`src/common/uecs_pkg.sv`:
```
// Shared constants for the USB endpoint control and status block.
// Assumes a 20 MHz pclk and an APB slave with 32-bit data.
package uecs_pkg;
  // Register indices; the byte address is four times the index
  localparam logic [7:0] IDX_MISC = 8'hc1;
  localparam logic [7:0] IDX_EP1 = 8'hc4;
  localparam logic [7:0] IDX_EP2 = 8'hc5;
  localparam logic [7:0] IDX_EP3 = 8'hc6;
  localparam logic [7:0] IDX_EP4 = 8'hc7;
  localparam logic [7:0] IDX_IRQ_STATUS = 8'he0;
  localparam logic [7:0] IDX_IRQ_MASK = 8'he1;
  localparam int ADDR_W = 12;
  localparam int NUM_EP = 4;
  // Misc control fields
  localparam int MISC_TRAFFIC_BIT = 2;
  localparam int MISC_AUTOTUNE_BIT = 1;
  localparam int MISC_REGSEL_BIT = 0;
  localparam logic [7:0] MISC_RESET = 8'h00;
  localparam logic [7:0] MISC_RW_MASK = 8'h03;
  // Endpoint control fields
  localparam int EP_STALL_BIT = 7;
  localparam int EP_NAKIE_BIT = 5;
  localparam int EP_ACKED_BIT = 4;
  localparam int EP_MODE_LSB = 0;
  localparam int EP_MODE_W = 4;
  localparam logic [7:0] EP_RESET = 8'h00;
  localparam logic [7:0] IRQ_RESET = 8'h00;
  // Handshake answer codes towards the protocol engine
  localparam logic [1:0] RESP_NONE = 2'h0;
  localparam logic [1:0] RESP_ACK = 2'h1;
  localparam logic [1:0] RESP_NAK = 2'h2;
  localparam logic [1:0] RESP_STALL = 2'h3;
  // Mode table entry layout, one 16-bit word per mode
  localparam int MT_IN_LSB = 0;
  localparam int MT_OUT_LSB = 2;
  localparam int MT_ACKIN_BIT = 10;
  localparam int MT_ACKOUT_BIT = 11;
  localparam int MT_NEXT_LSB = 12;
  localparam int MT_ENTRY_W = 16;
  localparam int MT_ENTRIES = 16;
  // Frame start spacing and oscillator trim window
  localparam int CLK_PERIOD_NS = 50;
  localparam int SOF_PERIOD_NS = 1000000;
  localparam int SOF_PERIOD_CYCLES = SOF_PERIOD_NS / CLK_PERIOD_NS;
  localparam int TRIM_TOL_NS = 500;
  localparam int TRIM_TOL_CYCLES = (TRIM_TOL_NS + CLK_PERIOD_NS - 1) / CLK_PERIOD_NS;
  localparam int SOF_CNT_W = 16;
endpackage

```
`src/rtl/uecs_top.sv`:
```
// USB function control/status registers with APB access and engine hooks.
// Assumes an APB master on pclk and a protocol engine on the same clock.
`timescale 1ns/10ps
module uecs_top #(
  parameter int SOF_CYCLES = uecs_pkg::SOF_PERIOD_CYCLES,
  parameter logic [uecs_pkg::MT_ENTRIES*uecs_pkg::MT_ENTRY_W-1:0] MODE_TABLE = '0
) (
  input wire logic pclk,
  input wire logic presetn,
  input wire logic psel,
  input wire logic penable,
  input wire logic pwrite,
  input wire logic [uecs_pkg::ADDR_W-1:0] paddr,
  input wire logic [31:0] pwdata,
  input wire logic [3:0] pstrb,
  output logic [31:0] prdata,
  output logic pready,
  output logic pslverr,
  input wire logic usb_dplus,
  input wire logic sof_pulse,
  input wire logic tok_valid,
  input wire logic [1:0] tok_ep,
  input wire logic tok_is_in,
  output logic resp_valid,
  output logic [1:0] resp_code,
  input wire logic xfer_done,
  input wire logic [1:0] xfer_ep,
  input wire logic xfer_acked,
  input wire logic xfer_naked,
  output logic osc_autotune_on,
  output logic osc_trim_up,
  output logic osc_trim_down,
  output logic supply_regulator_select,
  output logic irq
);
  import uecs_pkg::*;

  // Bus decode
  logic setup_phase, access_wr, lane0;
  logic [7:0] word_idx;
  logic addr_ok;
  logic sel_misc, sel_stat, sel_mask;
  logic [NUM_EP-1:0] sel_ep;
  logic [31:0] rd_mux;

  // Register state
  logic [7:0] misc_ff, nxt_misc;
  logic [7:0] stat_ff, nxt_stat;
  logic [7:0] mask_ff, nxt_mask;
  logic [7:0] ep_ctl [NUM_EP];
  logic [31:0] prdata_ff, nxt_prdata;
  logic slverr_ff, nxt_slverr;
  logic resp_valid_ff, nxt_resp_valid;
  logic [1:0] resp_code_ff, nxt_resp_code;

  // Engine side helpers
  logic traffic_seen;
  logic [NUM_EP-1:0] ack_evt, nak_evt;
  logic [EP_MODE_W-1:0] tok_mode, xfer_mode, next_mode;
  logic tok_stall;
  logic [1:0] tbl_in, tbl_out;
  logic tbl_ack_in, tbl_ack_out;

  assign setup_phase = psel && !penable;
  // A transfer flagged in its setup cycle never writes
  assign access_wr = psel && penable && pwrite && !slverr_ff;
  assign lane0 = pstrb[0];
  assign word_idx = paddr[9:2];

  always_comb begin
    sel_misc = 1'b0;
    sel_stat = 1'b0;
    sel_mask = 1'b0;
    sel_ep = '0;
    addr_ok = 1'b1;
    if (paddr[ADDR_W-1:10] != '0 || paddr[1:0] != 2'b00) begin
      addr_ok = 1'b0;
    end else if (word_idx == IDX_MISC) begin
      sel_misc = 1'b1;
    end else if (word_idx == IDX_EP1) begin
      sel_ep[0] = 1'b1;
    end else if (word_idx == IDX_EP2) begin
      sel_ep[1] = 1'b1;
    end else if (word_idx == IDX_EP3) begin
      sel_ep[2] = 1'b1;
    end else if (word_idx == IDX_EP4) begin
      sel_ep[3] = 1'b1;
    end else if (word_idx == IDX_IRQ_STATUS) begin
      sel_stat = 1'b1;
    end else if (word_idx == IDX_IRQ_MASK) begin
      sel_mask = 1'b1;
    end else begin
      addr_ok = 1'b0;
    end
  end

  always_comb begin
    rd_mux = '0;
    if (sel_misc) begin
      rd_mux = {24'h000000, misc_ff};
    end else if (sel_ep[0]) begin
      rd_mux = {24'h000000, ep_ctl[0]};
    end else if (sel_ep[1]) begin
      rd_mux = {24'h000000, ep_ctl[1]};
    end else if (sel_ep[2]) begin
      rd_mux = {24'h000000, ep_ctl[2]};
    end else if (sel_ep[3]) begin
      rd_mux = {24'h000000, ep_ctl[3]};
    end else if (sel_stat) begin
      rd_mux = {24'h000000, stat_ff};
    end else if (sel_mask) begin
      rd_mux = {24'h000000, mask_ff};
    end
  end

  // Read data and error are captured in the setup cycle, so no wait states
  always_comb begin
    nxt_prdata = prdata_ff;
    nxt_slverr = slverr_ff;
    if (setup_phase) begin
      nxt_prdata = pwrite ? 32'h00000000 : rd_mux;
      nxt_slverr = !addr_ok;
    end
  end

  // Misc control: traffic flag cannot be set by software
  always_comb begin
    nxt_misc = misc_ff;
    if (access_wr && sel_misc && lane0) begin
      nxt_misc = (misc_ff & ~MISC_RW_MASK) | (pwdata[7:0] & MISC_RW_MASK);
      if (!pwdata[MISC_TRAFFIC_BIT]) begin
        nxt_misc[MISC_TRAFFIC_BIT] = 1'b0;
      end
    end
    // Hardware set comes last so it beats a clearing write
    if (traffic_seen) begin
      nxt_misc[MISC_TRAFFIC_BIT] = 1'b1;
    end
    nxt_misc[7:3] = 5'h00;
  end

  // Endpoint event decode
  always_comb begin
    ack_evt = '0;
    nak_evt = '0;
    for (int i = 0; i < NUM_EP; i++) begin
      if (xfer_done && xfer_ep == 2'(i)) begin
        ack_evt[i] = xfer_acked;
        nak_evt[i] = xfer_naked && ep_ctl[i][EP_NAKIE_BIT];
      end
    end
  end

  // Interrupt status (write one to clear, set wins) and mask
  always_comb begin
    nxt_stat = stat_ff;
    nxt_mask = mask_ff;
    if (access_wr && sel_stat && lane0) begin
      nxt_stat = stat_ff & ~pwdata[7:0];
    end
    if (access_wr && sel_mask && lane0) begin
      nxt_mask = pwdata[7:0];
    end
    nxt_stat = nxt_stat | {nak_evt, ack_evt};
  end

  // Mode lookups for the token and for the transfer outcome
  assign tok_mode = ep_ctl[tok_ep][EP_MODE_LSB +: EP_MODE_W];
  assign tok_stall = ep_ctl[tok_ep][EP_STALL_BIT];
  assign xfer_mode = ep_ctl[xfer_ep][EP_MODE_LSB +: EP_MODE_W];

  uecs_mode_table #(
    .MODE_TABLE(MODE_TABLE)
  ) u_tok_table (
    .mode(tok_mode),
    .in_resp(tbl_in),
    .out_resp(tbl_out),
    .is_ack_in(tbl_ack_in),
    .is_ack_out(tbl_ack_out),
    .next_mode()
  );

  uecs_mode_table #(
    .MODE_TABLE(MODE_TABLE)
  ) u_xfer_table (
    .mode(xfer_mode),
    .in_resp(),
    .out_resp(),
    .is_ack_in(),
    .is_ack_out(),
    .next_mode(next_mode)
  );

  // Token answer, one cycle after the token
  // Stall only overrides in the direction that the mode acknowledges
  always_comb begin
    nxt_resp_valid = tok_valid;
    nxt_resp_code = RESP_NONE;
    if (tok_valid) begin
      if (tok_stall && tok_is_in && tbl_ack_in) begin
        nxt_resp_code = RESP_STALL;
      end else if (tok_stall && !tok_is_in && tbl_ack_out) begin
        nxt_resp_code = RESP_STALL;
      end else begin
        nxt_resp_code = tok_is_in ? tbl_in : tbl_out;
      end
    end
  end

  // Per-endpoint control registers
  for (genvar g = 0; g < NUM_EP; g++) begin : g_ep
    logic [7:0] ctl_ff, nxt_ctl;
    logic wr_hit;
    assign wr_hit = access_wr && sel_ep[g] && lane0;

    always_comb begin
      nxt_ctl = ctl_ff;
      if (wr_hit) begin
        nxt_ctl[EP_STALL_BIT] = pwdata[EP_STALL_BIT];
        nxt_ctl[EP_NAKIE_BIT] = pwdata[EP_NAKIE_BIT];
        nxt_ctl[EP_MODE_LSB +: EP_MODE_W] = pwdata[EP_MODE_LSB +: EP_MODE_W];
        nxt_ctl[EP_ACKED_BIT] = 1'b0;
      end else if (ack_evt[g]) begin
        nxt_ctl[EP_MODE_LSB +: EP_MODE_W] = next_mode;
      end
      // An ACK in the cycle of a write still sets the flag
      if (ack_evt[g]) begin
        nxt_ctl[EP_ACKED_BIT] = 1'b1;
      end
      // Reserved bit always reads zero
      nxt_ctl[6] = 1'b0;
    end

    always_ff @(posedge pclk or negedge presetn) begin
      if (!presetn) begin
        ctl_ff <= EP_RESET;
      end else begin
        ctl_ff <= nxt_ctl;
      end
    end

    assign ep_ctl[g] = ctl_ff;
  end

  always_ff @(posedge pclk or negedge presetn) begin
    if (!presetn) begin
      misc_ff <= MISC_RESET;
      stat_ff <= IRQ_RESET;
      mask_ff <= IRQ_RESET;
      prdata_ff <= 32'h00000000;
      slverr_ff <= 1'b0;
      resp_valid_ff <= 1'b0;
      resp_code_ff <= RESP_NONE;
    end else begin
      misc_ff <= nxt_misc;
      stat_ff <= nxt_stat;
      mask_ff <= nxt_mask;
      prdata_ff <= nxt_prdata;
      slverr_ff <= nxt_slverr;
      resp_valid_ff <= nxt_resp_valid;
      resp_code_ff <= nxt_resp_code;
    end
  end

  // D+ passes two flops in here before any logic reads it
  uecs_line_monitor #(
    .SOF_CYCLES(SOF_CYCLES),
    .TOL_CYCLES(TRIM_TOL_CYCLES)
  ) u_line (
    .pclk(pclk),
    .presetn(presetn),
    .usb_dplus(usb_dplus),
    .sof_pulse(sof_pulse),
    .autotune_on(misc_ff[MISC_AUTOTUNE_BIT]),
    .traffic_seen(traffic_seen),
    .trim_up(osc_trim_up),
    .trim_down(osc_trim_down)
  );

  assign prdata = prdata_ff;
  // Zero wait states: every access ends at its first access edge
  assign pready = 1'b1;
  assign pslverr = slverr_ff;
  assign resp_valid = resp_valid_ff;
  assign resp_code = resp_code_ff;
  assign osc_autotune_on = misc_ff[MISC_AUTOTUNE_BIT];
  assign supply_regulator_select = misc_ff[MISC_REGSEL_BIT];
  assign irq = |(stat_ff & mask_ff);
endmodule // uecs_top

```
`src/rtl/uecs_mode_table.sv`:
```
// Endpoint mode lookup: answer class and follow-on mode for one mode code.
// Assumes the table contents are supplied by whoever knows the mode encoding.
`timescale 1ns/10ps
module uecs_mode_table #(
  parameter logic [uecs_pkg::MT_ENTRIES*uecs_pkg::MT_ENTRY_W-1:0] MODE_TABLE = '0
) (
  input wire logic [uecs_pkg::EP_MODE_W-1:0] mode,
  output logic [1:0] in_resp,
  output logic [1:0] out_resp,
  output logic is_ack_in,
  output logic is_ack_out,
  output logic [uecs_pkg::EP_MODE_W-1:0] next_mode
);
  import uecs_pkg::*;
  logic [MT_ENTRY_W-1:0] entry;

  always_comb begin
    entry = MODE_TABLE[mode*MT_ENTRY_W +: MT_ENTRY_W];
    in_resp = entry[MT_IN_LSB +: 2];
    out_resp = entry[MT_OUT_LSB +: 2];
    is_ack_in = entry[MT_ACKIN_BIT];
    is_ack_out = entry[MT_ACKOUT_BIT];
    next_mode = entry[MT_NEXT_LSB +: EP_MODE_W];
  end
endmodule // uecs_mode_table

```
`src/rtl/uecs_line_monitor.sv`:
```
// D+ line synchroniser, idle detection and frame-based oscillator trim.
// Assumes the D+ pin is asynchronous and sof_pulse comes from pclk logic.
`timescale 1ns/10ps
module uecs_line_monitor #(
  parameter int SOF_CYCLES = uecs_pkg::SOF_PERIOD_CYCLES,
  parameter int TOL_CYCLES = uecs_pkg::TRIM_TOL_CYCLES
) (
  input wire logic pclk,
  input wire logic presetn,
  input wire logic usb_dplus,
  input wire logic sof_pulse,
  input wire logic autotune_on,
  output logic traffic_seen,
  output logic trim_up,
  output logic trim_down
);
  import uecs_pkg::*;
  typedef enum logic [1:0] {
    ST_WAIT_FIRST = 2'b01,
    ST_MEASURE = 2'b10
  } uecs_tune_state_t;
  localparam logic [SOF_CNT_W-1:0] CNT_LO = SOF_CNT_W'(SOF_CYCLES - TOL_CYCLES);
  localparam logic [SOF_CNT_W-1:0] CNT_HI = SOF_CNT_W'(SOF_CYCLES + TOL_CYCLES);
  localparam logic [SOF_CNT_W-1:0] CNT_MAX = '1;

  logic sync1_ff, sync2_ff;
  uecs_tune_state_t state_ff, nxt_state;
  logic [SOF_CNT_W-1:0] cnt_ff, nxt_cnt;
  logic up_ff, nxt_up, down_ff, nxt_down;

  always_comb begin
    nxt_state = state_ff;
    nxt_cnt = (cnt_ff == CNT_MAX) ? cnt_ff : cnt_ff + 1'b1;
    nxt_up = 1'b0;
    nxt_down = 1'b0;
    case (state_ff)
      ST_WAIT_FIRST: begin
        nxt_cnt = '0;
        if (autotune_on && sof_pulse) begin
          nxt_state = ST_MEASURE;
        end
      end
      ST_MEASURE: begin
        if (!autotune_on) begin
          nxt_state = ST_WAIT_FIRST;
        end else if (sof_pulse) begin
          nxt_cnt = '0;
          // Too few cycles per frame means the oscillator runs slow
          nxt_up = (cnt_ff < CNT_LO);
          nxt_down = (cnt_ff > CNT_HI);
        end
      end
      default: nxt_state = ST_WAIT_FIRST;
    endcase
  end

  always_ff @(posedge pclk or negedge presetn) begin
    if (!presetn) begin
      sync1_ff <= 1'b1;
      sync2_ff <= 1'b1;
      state_ff <= ST_WAIT_FIRST;
      cnt_ff <= '0;
      up_ff <= 1'b0;
      down_ff <= 1'b0;
    end else begin
      sync1_ff <= usb_dplus;
      sync2_ff <= sync1_ff;
      state_ff <= nxt_state;
      cnt_ff <= nxt_cnt;
      up_ff <= nxt_up;
      down_ff <= nxt_down;
    end
  end

  assign traffic_seen = ~sync2_ff;
  assign trim_up = up_ff;
  assign trim_down = down_ff;
endmodule // uecs_line_monitor

```
`config.mk`:
```
export PLATFORM = sky130hd
export DESIGN_NAME = uecs_top
export DESIGN_NICKNAME = d
export VERILOG_FILES = /design/src/common/uecs_pkg.sv /design/src/rtl/uecs_top.sv /design/src/rtl/uecs_mode_table.sv /design/src/rtl/uecs_line_monitor.sv
export SDC_FILE = /design/constraint.sdc
export NUM_CORES = 1
export LEC_CHECK = 0
export BUFFER_PORTS_ARGS = -buffer_cell sky130_fd_sc_hd__buf_2
export CAP_MARGIN = 25
export CORE_UTILIZATION = 46
export CTS_BUF_LIST = sky130_fd_sc_hd__clkbuf_4
export DETAILED_ROUTE_END_ITERATION = 12
export PLACE_DENSITY = 0.69
export SLEW_MARGIN = 20
export SYNTH_ARGS = -nofsm -noshare
export SYNTH_HDL_FRONTEND = slang
export SYNTH_HIERARCHICAL = 1
export SYNTH_SLANG_ARGS = --single-unit
```
`constraint.sdc`:
```
create_clock -name pclk -period 4.9 [get_ports pclk]
set_input_delay 0.98 -clock pclk [delete_from_list [all_inputs] [get_ports pclk]]
set_output_delay 0.98 -clock pclk [all_outputs]
set_load 0.03 [all_outputs]
```
==> flow_summary.yaml <==
status:
  outcome: "completed"
clock_network:
  clockBufferDepth: 2
  cts-root-buf: "clkbuf_4"
  cts_resized: 0
  clock_latency_ns: 0.43
  cts_tree: "built"
  cts_setup_buffers: 0
  path_clk_slew_ns: 0.14
  cts.sinks: 81
  hold_buffers: 0
  htree_levels: 3
  cts_buffers: 9
place:
  gp_congestion: 0.878
  dpl.hpwl_mm: 7.18
  dp.cells: 602
  io_buffers: 53
timing:
  post-route-period-util_pct: 59.1
  setup_viol: 0
  fin_skew_ns: 0.0133
  max_slew_margin_pct: 38.3
  hold_violations: 0
  fin_crit_ns: 2.90
  rsz0062_at_grt: "false"
  fmax_mhz: 345
  tightest_slew_ns: 0.913
  slew_viol_final: 0
  fin_setup_tns_ns: 0
setup_path:
  path_class: "in -> reg"
  cp_data_arrival_time_ns: 3.23
  worst_setup_path_start_kind: "primary input"
  cp.required_ns: 5.23
  end_kind: "register"
  crit_fanout: 12
cells_and_area:
  finalNonFillerCells: 619
  area_delta_synth_final_pct: 8.68
  drive_above_1_share_pct: 24.7
  diodes: 0
  finalNetCount: 548
  fillers: 936
synth:
  ys_warn_count: 6
  syn_avg_cell_area_um2: 10.4
  synth_cells: 442
  synth_area_um2: 4590
global_route:
  antenna_found_initial: 0
  overflow: 0
  globalRouteTotalUtil_pct: 21.1
  grt_max_degree: 82
  grt_pass1_vias: 3338
  grt_pass1_wl_mm: 16.7
power_and_ir_drop:
  p_leak_nw: 2.27
  power_mw: 1.35
  peakVddDrop_uv: 170
  powerDensity_nw_per_um2: 271
routing:
  wl_per_cell_um: 16.6
  drt_wl_total_mm: 10.3
  vias: 3514
  drtIter0Drc: 89
  route.detailed.drc: 0
  drtPass1Iterations: 5
  ant_nets: 0
  viasPerCell: 5.68
flow_run:
  cap_violations: 0
die:
  core_area_um2: 9730
  placementRows: 36
  die-area_um2: 10400
  die_h_um: 102
  ios: 106
  die_w_um: 102
  start_util_pct: 47.1
worst_hold_path:
  hp-class: "reg -> reg"
[final timing paths]
path / start / end / cells past startpoint / slack, ns
max: paddr[11] / g_ep[1].ctl_ff[5] / 5 / 2.00
min: u_line/sync1_ff / u_line/sync2_ff / 0 / 0.36
max reg2reg: pslverr / g_ep[1].ctl_ff[5] / 4 / 2.36
min reg2reg: u_line/sync1_ff / u_line/sync2_ff / 0 / 0.36
max in group asynchronous: presetn / u_line/cnt_ff[6] / 1 / 3.83
min in group asynchronous: presetn / pslverr / 1 / 0.57
[critical path, stage by stage]
cell and delay [ns]:
buf_2 0.10, or4_4 0.55, or4_1 0.75, or2_1 0.49, mux2_4 0.35
[metrics by stage]
step / utilization (%) / area [um^2] / hold WS, ns / setup WS [ns]
final: 51.2 / 4980 / 0.355 / 2.00
after global routing: 51.2 / 4980 / 0.363 / 1.98
after CTS: 51.1 / 4970 / 0.360 / 2.06
after detailed placement: 49.4 / 4800 / 0.348 / 1.56
after global placement: 49.3 / 4790 / 0.347 / 1.57
after floorplan: - / 4700 / 0.345 / 2.07
[power by group]
group / leakage [nW] / total, mW / internal, mW / switching (mW)
clock network: 0.0913 / 0.458 / 0.212 / 0.245
logic: 1.14 / 0.171 / 0.0662 / 0.105
registers: 1.04 / 0.723 / 0.705 / 0.0188
[cells in the final DEF (no fill, tap or decap), drive strengths merged, types with 9 or more instances in the layout]
cell and instances:
dfrtp 78, buf 56, conb 35, mux2 35, nand2 26, a21oi 24, nor2 23, mux2i 18
nor3 18, o21ai 15, nand3 11, nand4b 10, clkbuf 9, inv 9
[metal layers]
layer / vias to the layer above / track usage [%] / share of wire [%]
li1: 1644 / - / -
met1: 1744 / 26.2 / 42
met2: 115 / 37.3 / 52
met3: 11 / 4.10 / 4.6
met4: 0 / 6.37 / 1.4
met5: - / 0 / 0
[registers in the layout (all words and copies together), names as in the netlist]
name              cells
stat_ff               8
u_line/state_ff       2
pslverr               1
misc_ff               3
mask_ff               8
u_line/sync1_ff       1
prdata                8
u_line/trim_down      1
u_line/sync2_ff       1
u_line/trim_up        1
u_line/cnt_ff        16
resp_code             2
resp_valid            1
g_ep.ctl_ff          28
[area by class of cell]
cell class | instances | area, um^2 | share of cell area, %
Clock buffer | 9 | 67.6 | 1.36
Multi-Input combinational cell | 327 | 2300 | 46.2
Clock inverter | 7 | 100 | 2.01
Sequential cell | 81 | 2030 | 40.7
Inverter | 6 | 22.5 | 0.452
Tap cell | 133 | 166 | 3.34
Timing Repair Buffer | 56 | 294 | 5.90
(Power assumes the default switching activity.)
